--- config.mk ---
export PLATFORM = sky130hd
export DESIGN_NAME = pira_core
export DESIGN_NICKNAME = d
export VERILOG_FILES = /design/src/include/pira_pkg.sv /design/src/pira_core.sv
export SDC_FILE = /design/constraint.sdc
export NUM_CORES = 1
export LEC_CHECK = 0
export ABC_CLOCK_PERIOD_IN_PS = 5500
export BUFFER_PORTS_ARGS = -buffer_cell sky130_fd_sc_hd__buf_4
export CORE_MARGIN = 3
export CORE_UTILIZATION = 45
export CTS_BUF_LIST = sky130_fd_sc_hd__clkbuf_4
export DETAILED_ROUTE_END_ITERATION = 8
export MAX_ROUTING_LAYER = met4
export PLACE_DENSITY = 0.61
export SLEW_MARGIN = 0
export SYNTH_ARGS = -nofsm -noshare
export SYNTH_HDL_FRONTEND = slang
export SYNTH_SLANG_ARGS = --single-unit
--- constraint.sdc ---
create_clock -name SYS_CLK_I -period 5.5 [get_ports SYS_CLK_I]
set_input_delay 0.825 -clock SYS_CLK_I [delete_from_list [all_inputs] [get_ports SYS_CLK_I]]
set_output_delay 0.825 -clock SYS_CLK_I [all_outputs]
set_load 0.02 [all_outputs]
--- src/include/pira_pkg.sv ---
// Package for the process image register access block
package pira_pkg;
    // ****************************************
    // Control byte fields
    // ****************************************
    localparam int CTL_REG_BIT = 7;
    localparam int CTL_DIR_BIT = 6;
    localparam int CTL_NUM_MSB = 5;
    localparam int NUM_W = 6;
    localparam int REG_COUNT = 64;

    // ****************************************
    // Register numbers and values
    // ****************************************
    localparam logic [5:0] REG_FW_VERSION = 6'h09;
    localparam logic [5:0] REG_UNLOCK = 6'h1f;
    localparam logic [5:0] REG_FEATURE = 6'h20;
    localparam logic [15:0] UNLOCK_VALUE = 16'h1235;
    localparam logic [15:0] RELOCK_VALUE = 16'h0000;
    localparam logic [15:0] USER_RESET = 16'h0000;
    // Firmware version characters: arbitrary neutral value
    localparam logic [7:0] FW_CHAR_HI = 8'h31;
    localparam logic [7:0] FW_CHAR_LO = 8'h42;
    localparam logic [7:0] BYTE_ZERO = 8'h00;

    // Process image bytes, high byte first in both directions
    typedef struct packed {
        logic [7:0] ctl;
        logic [7:0] data_hi;
        logic [7:0] data_lo;
    } pira_image_s;

    typedef enum logic [1:0] {
        ST_IDLE = 2'b01,
        ST_ANSWER = 2'b10
    } pira_state_e;
endpackage : pira_pkg

--- src/pira_core.sv ---
// Register access engine of the process image for a fieldbus I/O terminal
//
// Contract
// RL1: Control bit 7 set selects register mode; fields are only acted on while it is set.
// RL2: Control bit 6 set writes the selected register, clear reads it.
// RL3: Control bits 5..0 give the register number 0 to 63.
// RL4: A read is acknowledged with a status byte equal to the control byte.
// RL5: A write is acknowledged with the control byte with bit 6 cleared.
// RL6: The output data word is ignored during a read.
// RL7: The host places the new value in the output word together with a write control byte.
// RL8: The host treats the input data word after a write as invalid.
// RL9: A read returns the current contents of the addressed register.
// RL10: The data word travels high byte first, low byte second, both ways.
// RL11: User registers reject writes unless unlocked; register 31 is always writable.
// RL12: Writing the unlock value to register 31 lifts write protection.
// RL13: Writing any other value to register 31 restores write protection.
// RL14: Changed register contents take effect only after a restart.
// RL15: Register 9 returns the firmware version as two ASCII characters.
// RL16: Register 32 holds the feature word that sets terminal properties.
// RL17: The host unlocks, writes, reads back, relocks, waiting for each acknowledgement.
//
// Overview
// The host side presents a control byte and a two-byte output word on every
// cycle of the process image. This engine looks at them on each rising clock
// edge and answers with a status byte and a two-byte input word one cycle later.
//
// Request detection
// A request is taken on the first edge at which the register-mode bit is set and
// the control byte differs from the byte seen on the edge before. A byte that is
// held for many cycles is therefore answered once only; to repeat an identical
// request the host drops the register-mode bit for one cycle in between.
// The data bytes play no part in detection, so a host that changes only the
// output word while keeping the control byte gets no second write.
//
// Answer timing
// The status byte and data bytes are registered and appear one cycle after the
// taking edge. They stand until the next request is taken, or until the
// register-mode bit drops, after which all three bytes read zero.
// A write answer leaves the data bytes at whatever they held before; the host
// must not read meaning into them.
//
// Protection
// After reset the user registers are locked. Only the unlock register accepts
// a write while locked, and every write to it decides the lock afresh from the
// value written. The firmware version word is never writable.
// Refused writes are still acknowledged; the host sees the same status byte in
// both cases and must read back to learn whether a write landed.
//
// Restart
// The register store has no reset, so its contents survive a restart. The
// feature word is copied to its active copy on the first edge after reset
// is released and is otherwise left alone while the terminal runs.
// A register other than the firmware version word reads back as unknown until it is written.
//
// Ports
// STATUS_BYTE_O and the two data bytes are the registered answer. UNLOCKED_O
// shows the lock state and ACTIVE_FEATURE_O the feature word in effect; both
// come straight from flip-flops so the host side sees clean levels.
// Limitation: one request per control byte change; the engine never queues.
// Trade-off: change detection costs one byte of history but needs no
// handshake bit in the process image, which has none to spare.
module pira_core (
    input wire logic SYS_CLK_I,
    input wire logic RST_I,
    input wire logic [7:0] CTL_BYTE_I,
    input wire logic [7:0] HOST_OUT_HI_I,
    input wire logic [7:0] HOST_OUT_LO_I,
    output logic [7:0] STATUS_BYTE_O,
    output logic [7:0] TERM_IN_HI_O,
    output logic [7:0] TERM_IN_LO_O,
    output logic [15:0] ACTIVE_FEATURE_O,
    output logic UNLOCKED_O
);
    // ****************************************
    // Request decode
    // ****************************************
    pira_pkg::pira_image_s req;
    pira_pkg::pira_image_s answer;
    pira_pkg::pira_image_s next_answer;
    pira_pkg::pira_state_e state;
    pira_pkg::pira_state_e next_state;
    logic [7:0] last_ctl;
    logic [15:0] regs [pira_pkg::REG_COUNT];
    logic unlocked;
    logic restart_seen;
    logic [15:0] active_feature;
    logic [pira_pkg::REG_COUNT-1:0] reg_known;
    logic chk_wr_valid;
    logic [5:0] chk_wr_num;
    logic [15:0] chk_wr_word;

    assign req = '{ctl: CTL_BYTE_I, data_hi: HOST_OUT_HI_I, data_lo: HOST_OUT_LO_I};

    wire reg_mode = req.ctl[pira_pkg::CTL_REG_BIT]; // RL1
    wire is_write = req.ctl[pira_pkg::CTL_DIR_BIT]; // RL2
    wire [5:0] reg_num = req.ctl[pira_pkg::CTL_NUM_MSB:0]; // RL3
    wire [15:0] wr_word = {req.data_hi, req.data_lo}; // RL10
    // A new request is a changed control byte; a held byte is answered once
    wire new_req = reg_mode && (req.ctl != last_ctl);
    wire do_write = new_req && is_write;
    wire do_read = new_req && !is_write;

    // Decoding used for write gating only; readback compares the number directly
    function automatic logic is_user_reg(input logic [5:0] num);
        is_user_reg = (num != pira_pkg::REG_FW_VERSION);
    endfunction : is_user_reg

    wire unlock_hit = do_write && (reg_num == pira_pkg::REG_UNLOCK);
    // Unlock register always writable; others only when unlocked
    wire write_ok = do_write && is_user_reg(reg_num) &&
                    (unlocked || reg_num == pira_pkg::REG_UNLOCK); // RL11
    wire [15:0] rd_word = (reg_num == pira_pkg::REG_FW_VERSION) ?
                          {pira_pkg::FW_CHAR_HI, pira_pkg::FW_CHAR_LO} : // RL15
                          regs[reg_num]; // RL9

    // ****************************************
    // Answer selection
    // ****************************************
    always_comb begin
        next_answer = answer;
        next_state = pira_pkg::ST_IDLE;
        if (do_read) begin
            // Output word deliberately unused here
            next_answer = '{ctl: req.ctl, data_hi: rd_word[15:8], data_lo: rd_word[7:0]}; // RL4 RL6 RL10
            next_state = pira_pkg::ST_ANSWER;
        end else if (do_write) begin
            // Data bytes keep stale values; host must not use them
            next_answer.ctl = req.ctl & ~(8'h01 << pira_pkg::CTL_DIR_BIT); // RL5 RL8
            next_state = pira_pkg::ST_ANSWER;
        end else if (!reg_mode) begin
            next_answer = '{ctl: pira_pkg::BYTE_ZERO, data_hi: pira_pkg::BYTE_ZERO,
                            data_lo: pira_pkg::BYTE_ZERO};
        end
    end

    // Status and data registers
    always_ff @(posedge SYS_CLK_I) begin
        if (RST_I) begin
            answer <= '{ctl: 8'h00, data_hi: 8'h00, data_lo: 8'h00};
            state <= pira_pkg::ST_IDLE;
            last_ctl <= 8'h00;
        end else begin
            answer <= next_answer;
            state <= next_state;
            last_ctl <= req.ctl;
        end
    end

    // ****************************************
    // Register store and protection
    // ****************************************
    // Contents survive a soft reset so a restart can adopt them
    genvar gi;
    generate
        for (gi = 0; gi < pira_pkg::REG_COUNT; gi++) begin : g_regs
            always_ff @(posedge SYS_CLK_I) begin
                if (write_ok && reg_num == 6'(gi)) begin
                    regs[gi] <= wr_word; // RL7
                end
            end
        end
    endgenerate

    // Lock state; reset returns to protected mode
    always_ff @(posedge SYS_CLK_I) begin
        if (RST_I) begin
            unlocked <= 1'b0;
        end else if (unlock_hit) begin
            unlocked <= (wr_word == pira_pkg::UNLOCK_VALUE); // RL12 RL13
        end
    end

    // Written marks; a word never written since reset is unknown, so checks pass over it
    always_ff @(posedge SYS_CLK_I) begin
        if (RST_I) begin
            reg_known <= '0;
        end else if (write_ok) begin
            reg_known[reg_num] <= 1'b1;
        end
    end

    // Last accepted write, held one cycle so the store can be checked afterwards
    always_ff @(posedge SYS_CLK_I) begin
        if (RST_I) begin
            chk_wr_valid <= 1'b0;
            chk_wr_num <= 6'h00;
            chk_wr_word <= 16'h0000;
        end else begin
            chk_wr_valid <= write_ok;
            chk_wr_num <= reg_num;
            chk_wr_word <= wr_word;
        end
    end

    // Feature settings are adopted only at restart, never on the fly
    always_ff @(posedge SYS_CLK_I) begin
        if (RST_I) begin
            restart_seen <= 1'b1;
            active_feature <= pira_pkg::USER_RESET;
        end else begin
            restart_seen <= 1'b0;
            if (restart_seen) begin
                active_feature <= regs[pira_pkg::REG_FEATURE]; // RL14 RL16
            end
        end
    end

    assign STATUS_BYTE_O = answer.ctl;
    assign TERM_IN_HI_O = answer.data_hi;
    assign TERM_IN_LO_O = answer.data_lo;
    assign ACTIVE_FEATURE_O = active_feature;
    assign UNLOCKED_O = unlocked;
endmodule : pira_core

# After elaboration in Yosys (flattened, before gate mapping)
# Memories as Yosys holds them, arrays and structs flattened. A register that Yosys moved wholly into a read port is not among the register bits.
# Index checks and enable logic that the tools add are counted.
[op_classes]
div_mod_pow = 0
mux = 323
n_reduce_logical = 137
addsub = 0
n_shift = 0
eq_ne = 69
n_lt_le_gt_ge = 0
bitwise_logic = 0
mul = 0
[op_table]
columns = ["operator", "count"]
rows = [
  ["$mux W16", 65],
  ["$reduce_or A16 Y1", 63],
  ["$mux W6", 63],
  ["$eq A6 B6 Y1 const B", 32],
  ["$mux W1", 192],
  ["$eq A6 B5 Y1 const B", 16],
  ["$logic_and A1 B1 Y1", 70],
  ["$eq A6 B4 Y1 const B", 8],
  ["$mux W24", 2],
  ["$eq A6 B3 Y1 const B", 4],
  ["$eq A16 B13 Y1 const B", 1],
  ["$eq A6 B2 Y1 const B", 2],
  ["$mux W8", 1],
  ["$ne A8 B8 Y1", 1],
  ["$eq A6 B1 Y1 const B", 1],
  ["$logic_not A6 Y1", 1],
  ["$ne A6 B4 Y1 const B", 1],
  ["$ne A2 B1 Y1 const B", 2],
  ["$ne A3 B1 Y1 const B", 1],
  ["$reduce_and A2 Y1", 1],
  ["$logic_not A1 Y1", 1],
  ["$logic_or A1 B1 Y1", 1],
]
[word_totals]
latch_bits = 0
ramBits = 1024
reg_bits = 34
rom_bits = 0
output_inout_bits = 41
input_bits = 26
n_memories = 1
elab_cells = 536
[mem_list]
columns = ["memory", "depth", "word_bits", "read_ports", "rd_ports_with_merged_regs", "wr", "line_no", "source"]
rows = [
  ["regs", 64, 16, 2, 1, 1, "pira_core.sv:83", "logic [15:0] regs [pira_pkg::REG_COUNT];"],
]

# Logic depth before layout (Yosys ltp)
# Gate-level depths: netlist of run 1.
[depth]
word_depth = 72
depth_mapped = 10
mapped_depth_nobuf = 6

# Worst setup path after synthesis of run 1
# No wires, ideal clock.
[synth_timing]
path_kind = "in2reg"
start = "input port CTL_BYTE_I[0]"
end = "memory regs[28][0] (enable)"
setup_time_ns = 0.409
n_path_buf = 5
arrival_ns = 3.028
path_slack_ns = 2.063
cell_stages = 9
t_required_ns = 5.091
cell_sequence = "buf_6 -> buf_6 -> buf_6 -> buf_8 -> buf_6 -> nand2_2 -> nand2b_1 -> nand3_1 -> nor3_1"
[synth_via]
elab_chain_cells = 72
elab_cells_between_ends = 452
classes_between = "eq/ne (65); mux (254); reduce/logical (133)"
[synth_rtl]
columns = ["item", "line_no", "source"]
rows = [
  ["start: declaration", "pira_core.sv:65", "input wire logic [7:0] CTL_BYTE_I,"],
  ["$ne A8 B8 Y1", "pira_core.sv:99", "wire new_req = reg_mode && (req.ctl != last_ctl);"],
  ["$logic_and A1 B1 Y1", "pira_core.sv:99", ""],
  ["$logic_and A1 B1 Y1", "pira_core.sv:100", "wire do_write = new_req && is_write;"],
  ["$logic_and A1 B1 Y1 (2 in series)", "pira_core.sv:110", "wire write_ok = do_write && is_user_reg(reg_num) &&"],
  ["$logic_and A1 B1 Y1", "pira_core.sv:157", "if (write_ok && reg_num == 6'(gi)) begin"],
  ["$mux W1", "pira_core.sv:157", ""],
  ["$mux W1 (implied by the code)", "pira_core.sv:158", "regs[gi] <= wr_word;"],
  ["$reduce_or A16 Y1 (no source line)", "n/a", ""],
  ["$mux W6 (no source line) or $mux W1 (tied branches) (63 in series)", "n/a", ""],
  ["end: declaration", "pira_core.sv:83", ""],
]
# Parallel ways exist; a longest one is shown, timed or not.

# Final worst setup path of run 1
[layout_timing]
start = "input port CTL_BYTE_I[6]"
end = "memory regs[44][10] (enable)"
[layout_via]
elab_chain_cells = 72
elab_cells_between_ends = 386
classes_between = "eq/ne (1); mux (254); reduce/logical (131)"
[layout_rtl]
columns = ["item", "line_no"]
rows = [
  ["$ne A8 B8 Y1", "pira_core.sv:99"],
  ["$logic_and A1 B1 Y1", "pira_core.sv:99"],
  ["$logic_and A1 B1 Y1 *", "pira_core.sv:100"],
  ["$logic_and A1 B1 Y1 * (2 in series)", "pira_core.sv:110"],
  ["$logic_and A1 B1 Y1", "pira_core.sv:157"],
  ["$mux W1", "pira_core.sv:157"],
  ["$mux W1 (implied by the code)", "pira_core.sv:158"],
  ["$reduce_or A16 Y1 (no source line)", "n/a"],
  ["$mux W6 (no source line) or $mux W1 (tied branches) (63 in series)", "n/a"],
]
# Every way passes the cells marked *; elsewhere a longest branch is shown, timed or not.

==> results of run 1 <==
-- sequential cells by signal (all words and copies together), names as in the netlist --
name              cells
regs               1023
ACTIVE_FEATURE_O     16
STATUS_BYTE_O         8
TERM_IN_HI_O          8
TERM_IN_LO_O          8
last_ctl              8
UNLOCKED_O            1
restart_seen          1
-- through the flow --
step | instance area (µm²) | std cells | hold slack, ns | setup slack, ns
after floorplan | 41400 | 2105 | 0.478 | 2.06
after global placement | 43500 | 3317 | 0.471 | 1.50
after detailed placement | 43500 | 3317 | 0.480 | 1.50
after CTS | 47000 | 3801 | 0.0552 | 2.65
after global routing | 47000 | 3804 | 0.0840 | 2.39
final | 47000 | 3805 | 0.178 | 2.43
-- cell families (layout without fill, tap and decap cells) --
group,count (synthesis),count (layout),synth area share
XOR/XNOR,8,8,0.00169
buffers and inverters,135,655,0.0194
AO/OA/AOI/OAI,226,226,0.0424
AND/OR/NAND/NOR,250,250,0.0285
flip-flops,1073,1073,0.766
multiplexers,398,398,0.142
other,1,19,0.0000906
-- path summary, 6_finish.rpt --
kind,start,endpoint,slack (ns),depth (start not counted)
min reg2reg,STATUS_BYTE_O[6],STATUS_BYTE_O[6],0.49,1
max,CTL_BYTE_I[6],regs[44][10],2.43,9
min,HOST_OUT_LO_I[7],regs[48][7],0.18,1
max reg2reg,last_ctl[0],regs[44][10],2.59,7
-- cell usage after synthesis, types with 3 or more instances --
cell and count:
inv_1 4, mux2i_1 247, xnor2_1 8, a41oi_1 24, nor2_1 101, buf_4 22, mux4_1 5, o21ai_1 3
a31oi_1 3, nand3_1 67, dfxtp_1 50, buf_1 4, nand2b_1 7, buf_2 31, clkbuf_1 48, o2111ai_1 3
a211o_1 12, nor2b_1 11, mux4_2 143, edfxtp_1 1023, o22ai_1 3, o21ai_0 7, nor3_1 13, a32oi_1 23
a221oi_1 3, nor4b_1 4, nand4_1 10, buf_6 21, and3_1 3, nand2_1 24, a22oi_1 122, a21oi_1 8
-- power groups by stage --
stage | Combinational [W] | Sequential (W) | Clock (W)
after detailed placement | 0.000803 | 0.00917 | 0
final | 0.000805 | 0.00899 | 0.00669
after floorplan | 0.000427 | 0.00916 | 0
after global routing | 0.000849 | 0.00899 | 0.00735
after CTS | 0.000806 | 0.00899 | 0.00687
after global placement | 0.000793 | 0.00916 | 0
-- area by class of cell --
cell class              instances  area (µm²)
flip-flops and latches       1073       31700
repair buffers                167        1350
clock buffers                 428        3210
multi-input cells             897        9000
well taps                    1176        1470
fillers                      7338       43500
inverters                       6        22.5
clock inverters                54         241
diodes                          4        10.0
-- timing repair --
item / CTS / global route
hold buffers: 2 / 0
endpoints found under the hold margin: 2 / 0
endpoints found under the setup margin: 0 / 0
-- routing by layer --
layer / share of wire / GRT usage / routed length, µm / up-vias
met3: 0.097 / 0.0646 / 10600 / 163
met1: 0.42 / 0.332 / 46400 / 11700
met4: 0.023 / 0.0747 / 2490 / 0
li1: - / - / - / 9518
met5: 0 / - / 0 / -
met2: 0.46 / 0.346 / 49800 / 1197
==> impl_metrics.toml, run 1 <==
[outcome]
status = "finished clean"

[routing]
wl_mm = 109
drt_first_iter_violations = 2790
num_vias = 22600
dr.pass1.iters = 5
routedWlPerCell_um = 28.7
viasPerCell = 5.93
drcViolationCount = 0
drtAntennaViolNets = 0

[timing]
final_max_slew_viol_count = 0
fmax_ghz = 0.326
fin_skew_ns = 0.0920
tns_ns = 0
fin_crit_sh = 0.558
rsz0062_at_grt = "false"
setup_viol = 0
hold_viol_final = 0
worstMarginPinSlew_ns = 1.28
relSlewSlack = 0.145
layout_min_cycle_time_ns = 3.07

[placed_design]
port_buffers = 66
dpl.hpwl_mm = 63.4
globalplace.congestion = 0.875

[cts]
cts_tree = "done"
path_clk_slew_ns = 0.06
cts_buffers = 296
post_cts.repair.setup_buffers = 0
cts_sinks = 1073
htreeDepth = 5
cts.path.max_buffers = 4
post_cts_resized = 0
clock_latency_ns = 1.14
cts_root_buf = "clkbuf_4"

[hold_path]
min_path_type = "primary input to flop"

[grt]
grt_overflow = 0
grt_antenna_before_repair = 9
track_usage = 0.239
grt_max_degree = 115
grt_pass1_vias = 22900
grt_pass1_wl_mm = 158

[setup_path]
cp.arrival_ns = 3.80
end_kind = "flop"
crit_fanout = 14
slowest_delay_ns = 0.70
cp-start-kind = "primary input"
worst-setup-path-type = "primary input to flop"
cp_num_buf_inv = 3
cp_cell_sequence = "dlygate4sd3_1, buf_4, xnor2_1, nand4_1, nor2_1, nor2_1, nand3_1, nor2_1, buf_4"
cp_data_required_time_ns = 6.23
crit_family = "simple AND/OR/NAND/NOR gates"
crit_top_cell = "nor2_1"
slowest_stage = "nand3_1"

[synthesis]
yosys_warnings = 0
syn_area_um2 = 41400
postSynthCellCount = 2091
yosys.area.top_type = "edfxtp_1"
ys_ff_latch = 1073
synthTopCellsByArea = "edfxtp_1, mux4_2, mux2i_1"
ys.flop_type = "edfxtp_1"
synth-edff-count = 1023
synth_seq_area_share = 0.766
async_flop_share = 0
synth_top_area_frac = 0.742
post_synth.cell_area_avg_um2 = 19.8
synthDistinctLibCells = 60

[layout]
post-route-util = 0.519
final_common_cell = "edfxtp_1"
final_cell_mix = "edfxtp_1, clkbuf_4, mux2i_1, buf_4, mux4_2"
area_growth_syn_to_layout_pct = 13.6
nets = 2467
drive_gt1_frac = 0.295

[floorplan]
fp.dieW_um = 309
core-area_um2 = 90600
num_io_pins = 67
placementRows = 110
die_area_um2 = 95700
die_h_um = 309
initial_core_util = 0.457

[power]
powerDensity_nw_per_um2 = 351
p_total_w = 0.0165
swShare = 0.223
p_seq_frac = 0.546
p_int_w = 0.0128
combPwrFrac = 0.049
p_leak_nw = 15.9
p_sw_w = 0.00368
peakVddDrop_uv = 167
clock_power_share = 0.406

[run]
drv_cap = 0
No activity file was read; power rests on OpenSTA's default activity.
==> run 2, diff against run 1 <==
--- a/config.mk
+++ b/config.mk
@@ -5,7 +5,7 @@
 export SDC_FILE = /design/constraint.sdc
 export NUM_CORES = 1
 export LEC_CHECK = 0
-export ABC_CLOCK_PERIOD_IN_PS = 5500
+export ABC_CLOCK_PERIOD_IN_PS = 3100
 export BUFFER_PORTS_ARGS = -buffer_cell sky130_fd_sc_hd__buf_4
 export CORE_MARGIN = 3
 export CORE_UTILIZATION = 45
==> constraint.sdc (replaced) <==
create_clock -name SYS_CLK_I -period 3.1 [get_ports SYS_CLK_I]
set_input_delay 0.465 -clock SYS_CLK_I [delete_from_list [all_inputs] [get_ports SYS_CLK_I]]
set_output_delay 0.465 -clock SYS_CLK_I [all_outputs]
set_load 0.02 [all_outputs]
==> run 2 against run 1 <==
  * Flip-flop and latch count did not move
  * Critical endpoint is now STATUS_BYTE_O[7]
  * Highest routed layer unchanged
  * Global-route usage is 0.079 points lower
  * Clock-buffer cell count fell by 30
  * Via count up 0.24%
  * Register-to-register slack worse by 2.3 ns
  * Wire length shrank 0.53%
  * Die area unchanged
  * Largest cell class unchanged
  * Critical path type is now flop to flop
  * Critical path depth is 2 lower
  * Sequential power grew 77%
  * Clock skew is 0.015 ns higher
==> impl_metrics.toml, run 2 (synthesized netlist as in run 1, its figures left out) <==
[outcome]
status = "finished clean"

[timing]
fin_skew_ns = 0.107
hold_ws_ns = 0.172
fmax_ghz = 0.362
relSlewSlack = 0.365
final_max_slew_viol_count = 0
layout_min_cycle_time_ns = 2.76
fin_crit_sh = 0.892
rsz0062_at_grt = "false"
timing.final.ws_setup_ns = 0.336
setup_viol = 0
hold_viol_final = 0
worstMarginPinSlew_ns = 0.951

[power]
p_leak_nw = 16.3
powerDensity_nw_per_um2 = 607
peakVddDrop_uv = 278

[routing]
drt_first_iter_violations = 2577
num_vias = 22600
drtAntennaViolNets = 0
dr.pass1.iters = 5
routedWlPerCell_um = 28.1
viasPerCell = 5.84
wl_mm = 109
drcViolationCount = 0

[layout]
nets = 2547
finalInstanceArea_um2 = 48000
largest_register_ffs = 1023
largest_register = "regs"
area_growth_syn_to_layout_pct = 15.9
instances_no_fill = 3873
post-route-util = 0.530
drive_gt1_frac = 0.298
final_common_cell = "edfxtp_1"
final_cell_mix = "edfxtp_1, clkbuf_4, mux2i_1, buf_4, mux4_2"

[setup_path]
cp.arrival_ns = 3.76
cp-start-kind = "flop"
reg2reg_to = "STATUS_BYTE_O[7]"
worst-setup-path-type = "flop to flop"
reg2regPathDepth = 7
r2r-start = "last_ctl[4]"
crit_fanout = 3
r2r_setup_slack_ns = 0.34
cp_data_required_time_ns = 4.09
end_kind = "flop"

[hold_path]
min_path_cells = 2
hold_start = "HOST_OUT_HI_I[1]"
holdPathEnd = "regs[13][9]"
min_path_type = "primary input to flop"

[grt]
grt_overflow = 0
track_usage = 0.238
met2_usage = 0.350
busiest_layer = "met2"
grt_pass1_wl_mm = 157
grt_pass1_vias = 23100
grt_max_degree = 67
grt_antenna_before_repair = 5
grt_use_met1 = 0.326
grt_use_met3 = 0.0653

[placed_design]
dpl.hpwl_mm = 65.0
port_buffers = 66
globalplace.congestion = 0.896
place_area_um2 = 44300
dpl_worst_slack_ns = -0.00563
dp_cells = 3380

[floorplan]
fp.dieW_um = 309
placementRows = 110
num_io_pins = 67
core-area_um2 = 90600
die_area_um2 = 95700
die_h_um = 309
initial_core_util = 0.457

[cts]
post_cts.repair.setup_buffers = 0
post_cts_resized = 0
cts_buffers = 285
htreeDepth = 5
cts_hold_buffers = 30
cts_tree = "done"
clock_latency_ns = 1.11
path_clk_slew_ns = 0.07
cts_sinks = 1073
cts.path.max_buffers = 4
cts_root_buf = "clkbuf_4"

[run]
drv_cap = 0
[run 2: cell types whose count changed in the layout (fill, tap and decap cells not counted), moves of 6 or more]
cell           change
buf_12            +25
buf_4             +38
clkbuf_4          -30
clkinv_1          +14
dlygate4sd3_1     +28
inv_2              -6
[run 2: power breakdown]
group | internal, W | switching (W)
clock | 0.00628 | 0.00539
sequential | 0.0159 | 0.0000400
combinational | 0.000543 | 0.000982
[run 2: area by class of cell]
class	count	area [µm²]
diodes	2	5.00
well taps	1176	1470
multi-input cells	897	8990
repair buffers	258	2410
clock inverters	63	375
fillers	7210	42600
clock buffers	398	2990
flip-flops and latches	1073	31700
inverters	6	22.5
[run 2: critical path, stage by stage, from the launching register on]
cell           delay (ns)
dfxtp_1              0.31
xnor2_1              0.17
nand4_1              0.19
dlygate4sd3_1        0.62
nor3_1               0.19
dlygate4sd3_1        0.60
nor2_1               0.04
dlygate4sd3_1        0.54
[run 2: how the worst max path moves through the flow]
stage	to	slack, ns	from	cells past startpoint
after floorplan	regs[28][0]	0.02	CTL_BYTE_I[0]	9
after global placement	TERM_IN_LO_O[5]	0.01	CTL_BYTE_I[0]	7
after detailed placement	TERM_IN_LO_O[5]	-0.006	CTL_BYTE_I[0]	7
after CTS	STATUS_BYTE_O[7]	0.49	last_ctl[4]	7
after global routing	STATUS_BYTE_O[7]	0.23	last_ctl[7]	7
final	STATUS_BYTE_O[7]	0.34	last_ctl[4]	7
[run 2: through the flow]
| stage | total power, W | setup TNS, ns |
|---|---|---|
| floorplan | 0.0170 | 0 |
| global placement | 0.0177 | 0 |
| detailed placement | 0.0178 | -0.00563 |
| CTS | 0.0295 | 0 |
| global route | 0.0304 | 0 |
| finish | 0.0291 | 0 |
[run 2: routing by layer]
layer | part of all wire | wire, µm | vias up
met2 | 0.46 | 50400 | 1138
met5 | 0 | 0 | -
met4 | 0.022 | 2380 | 0
met1 | 0.41 | 44900 | 11700
met3 | 0.10 | 10900 | 135
li1 | - | - | 9647
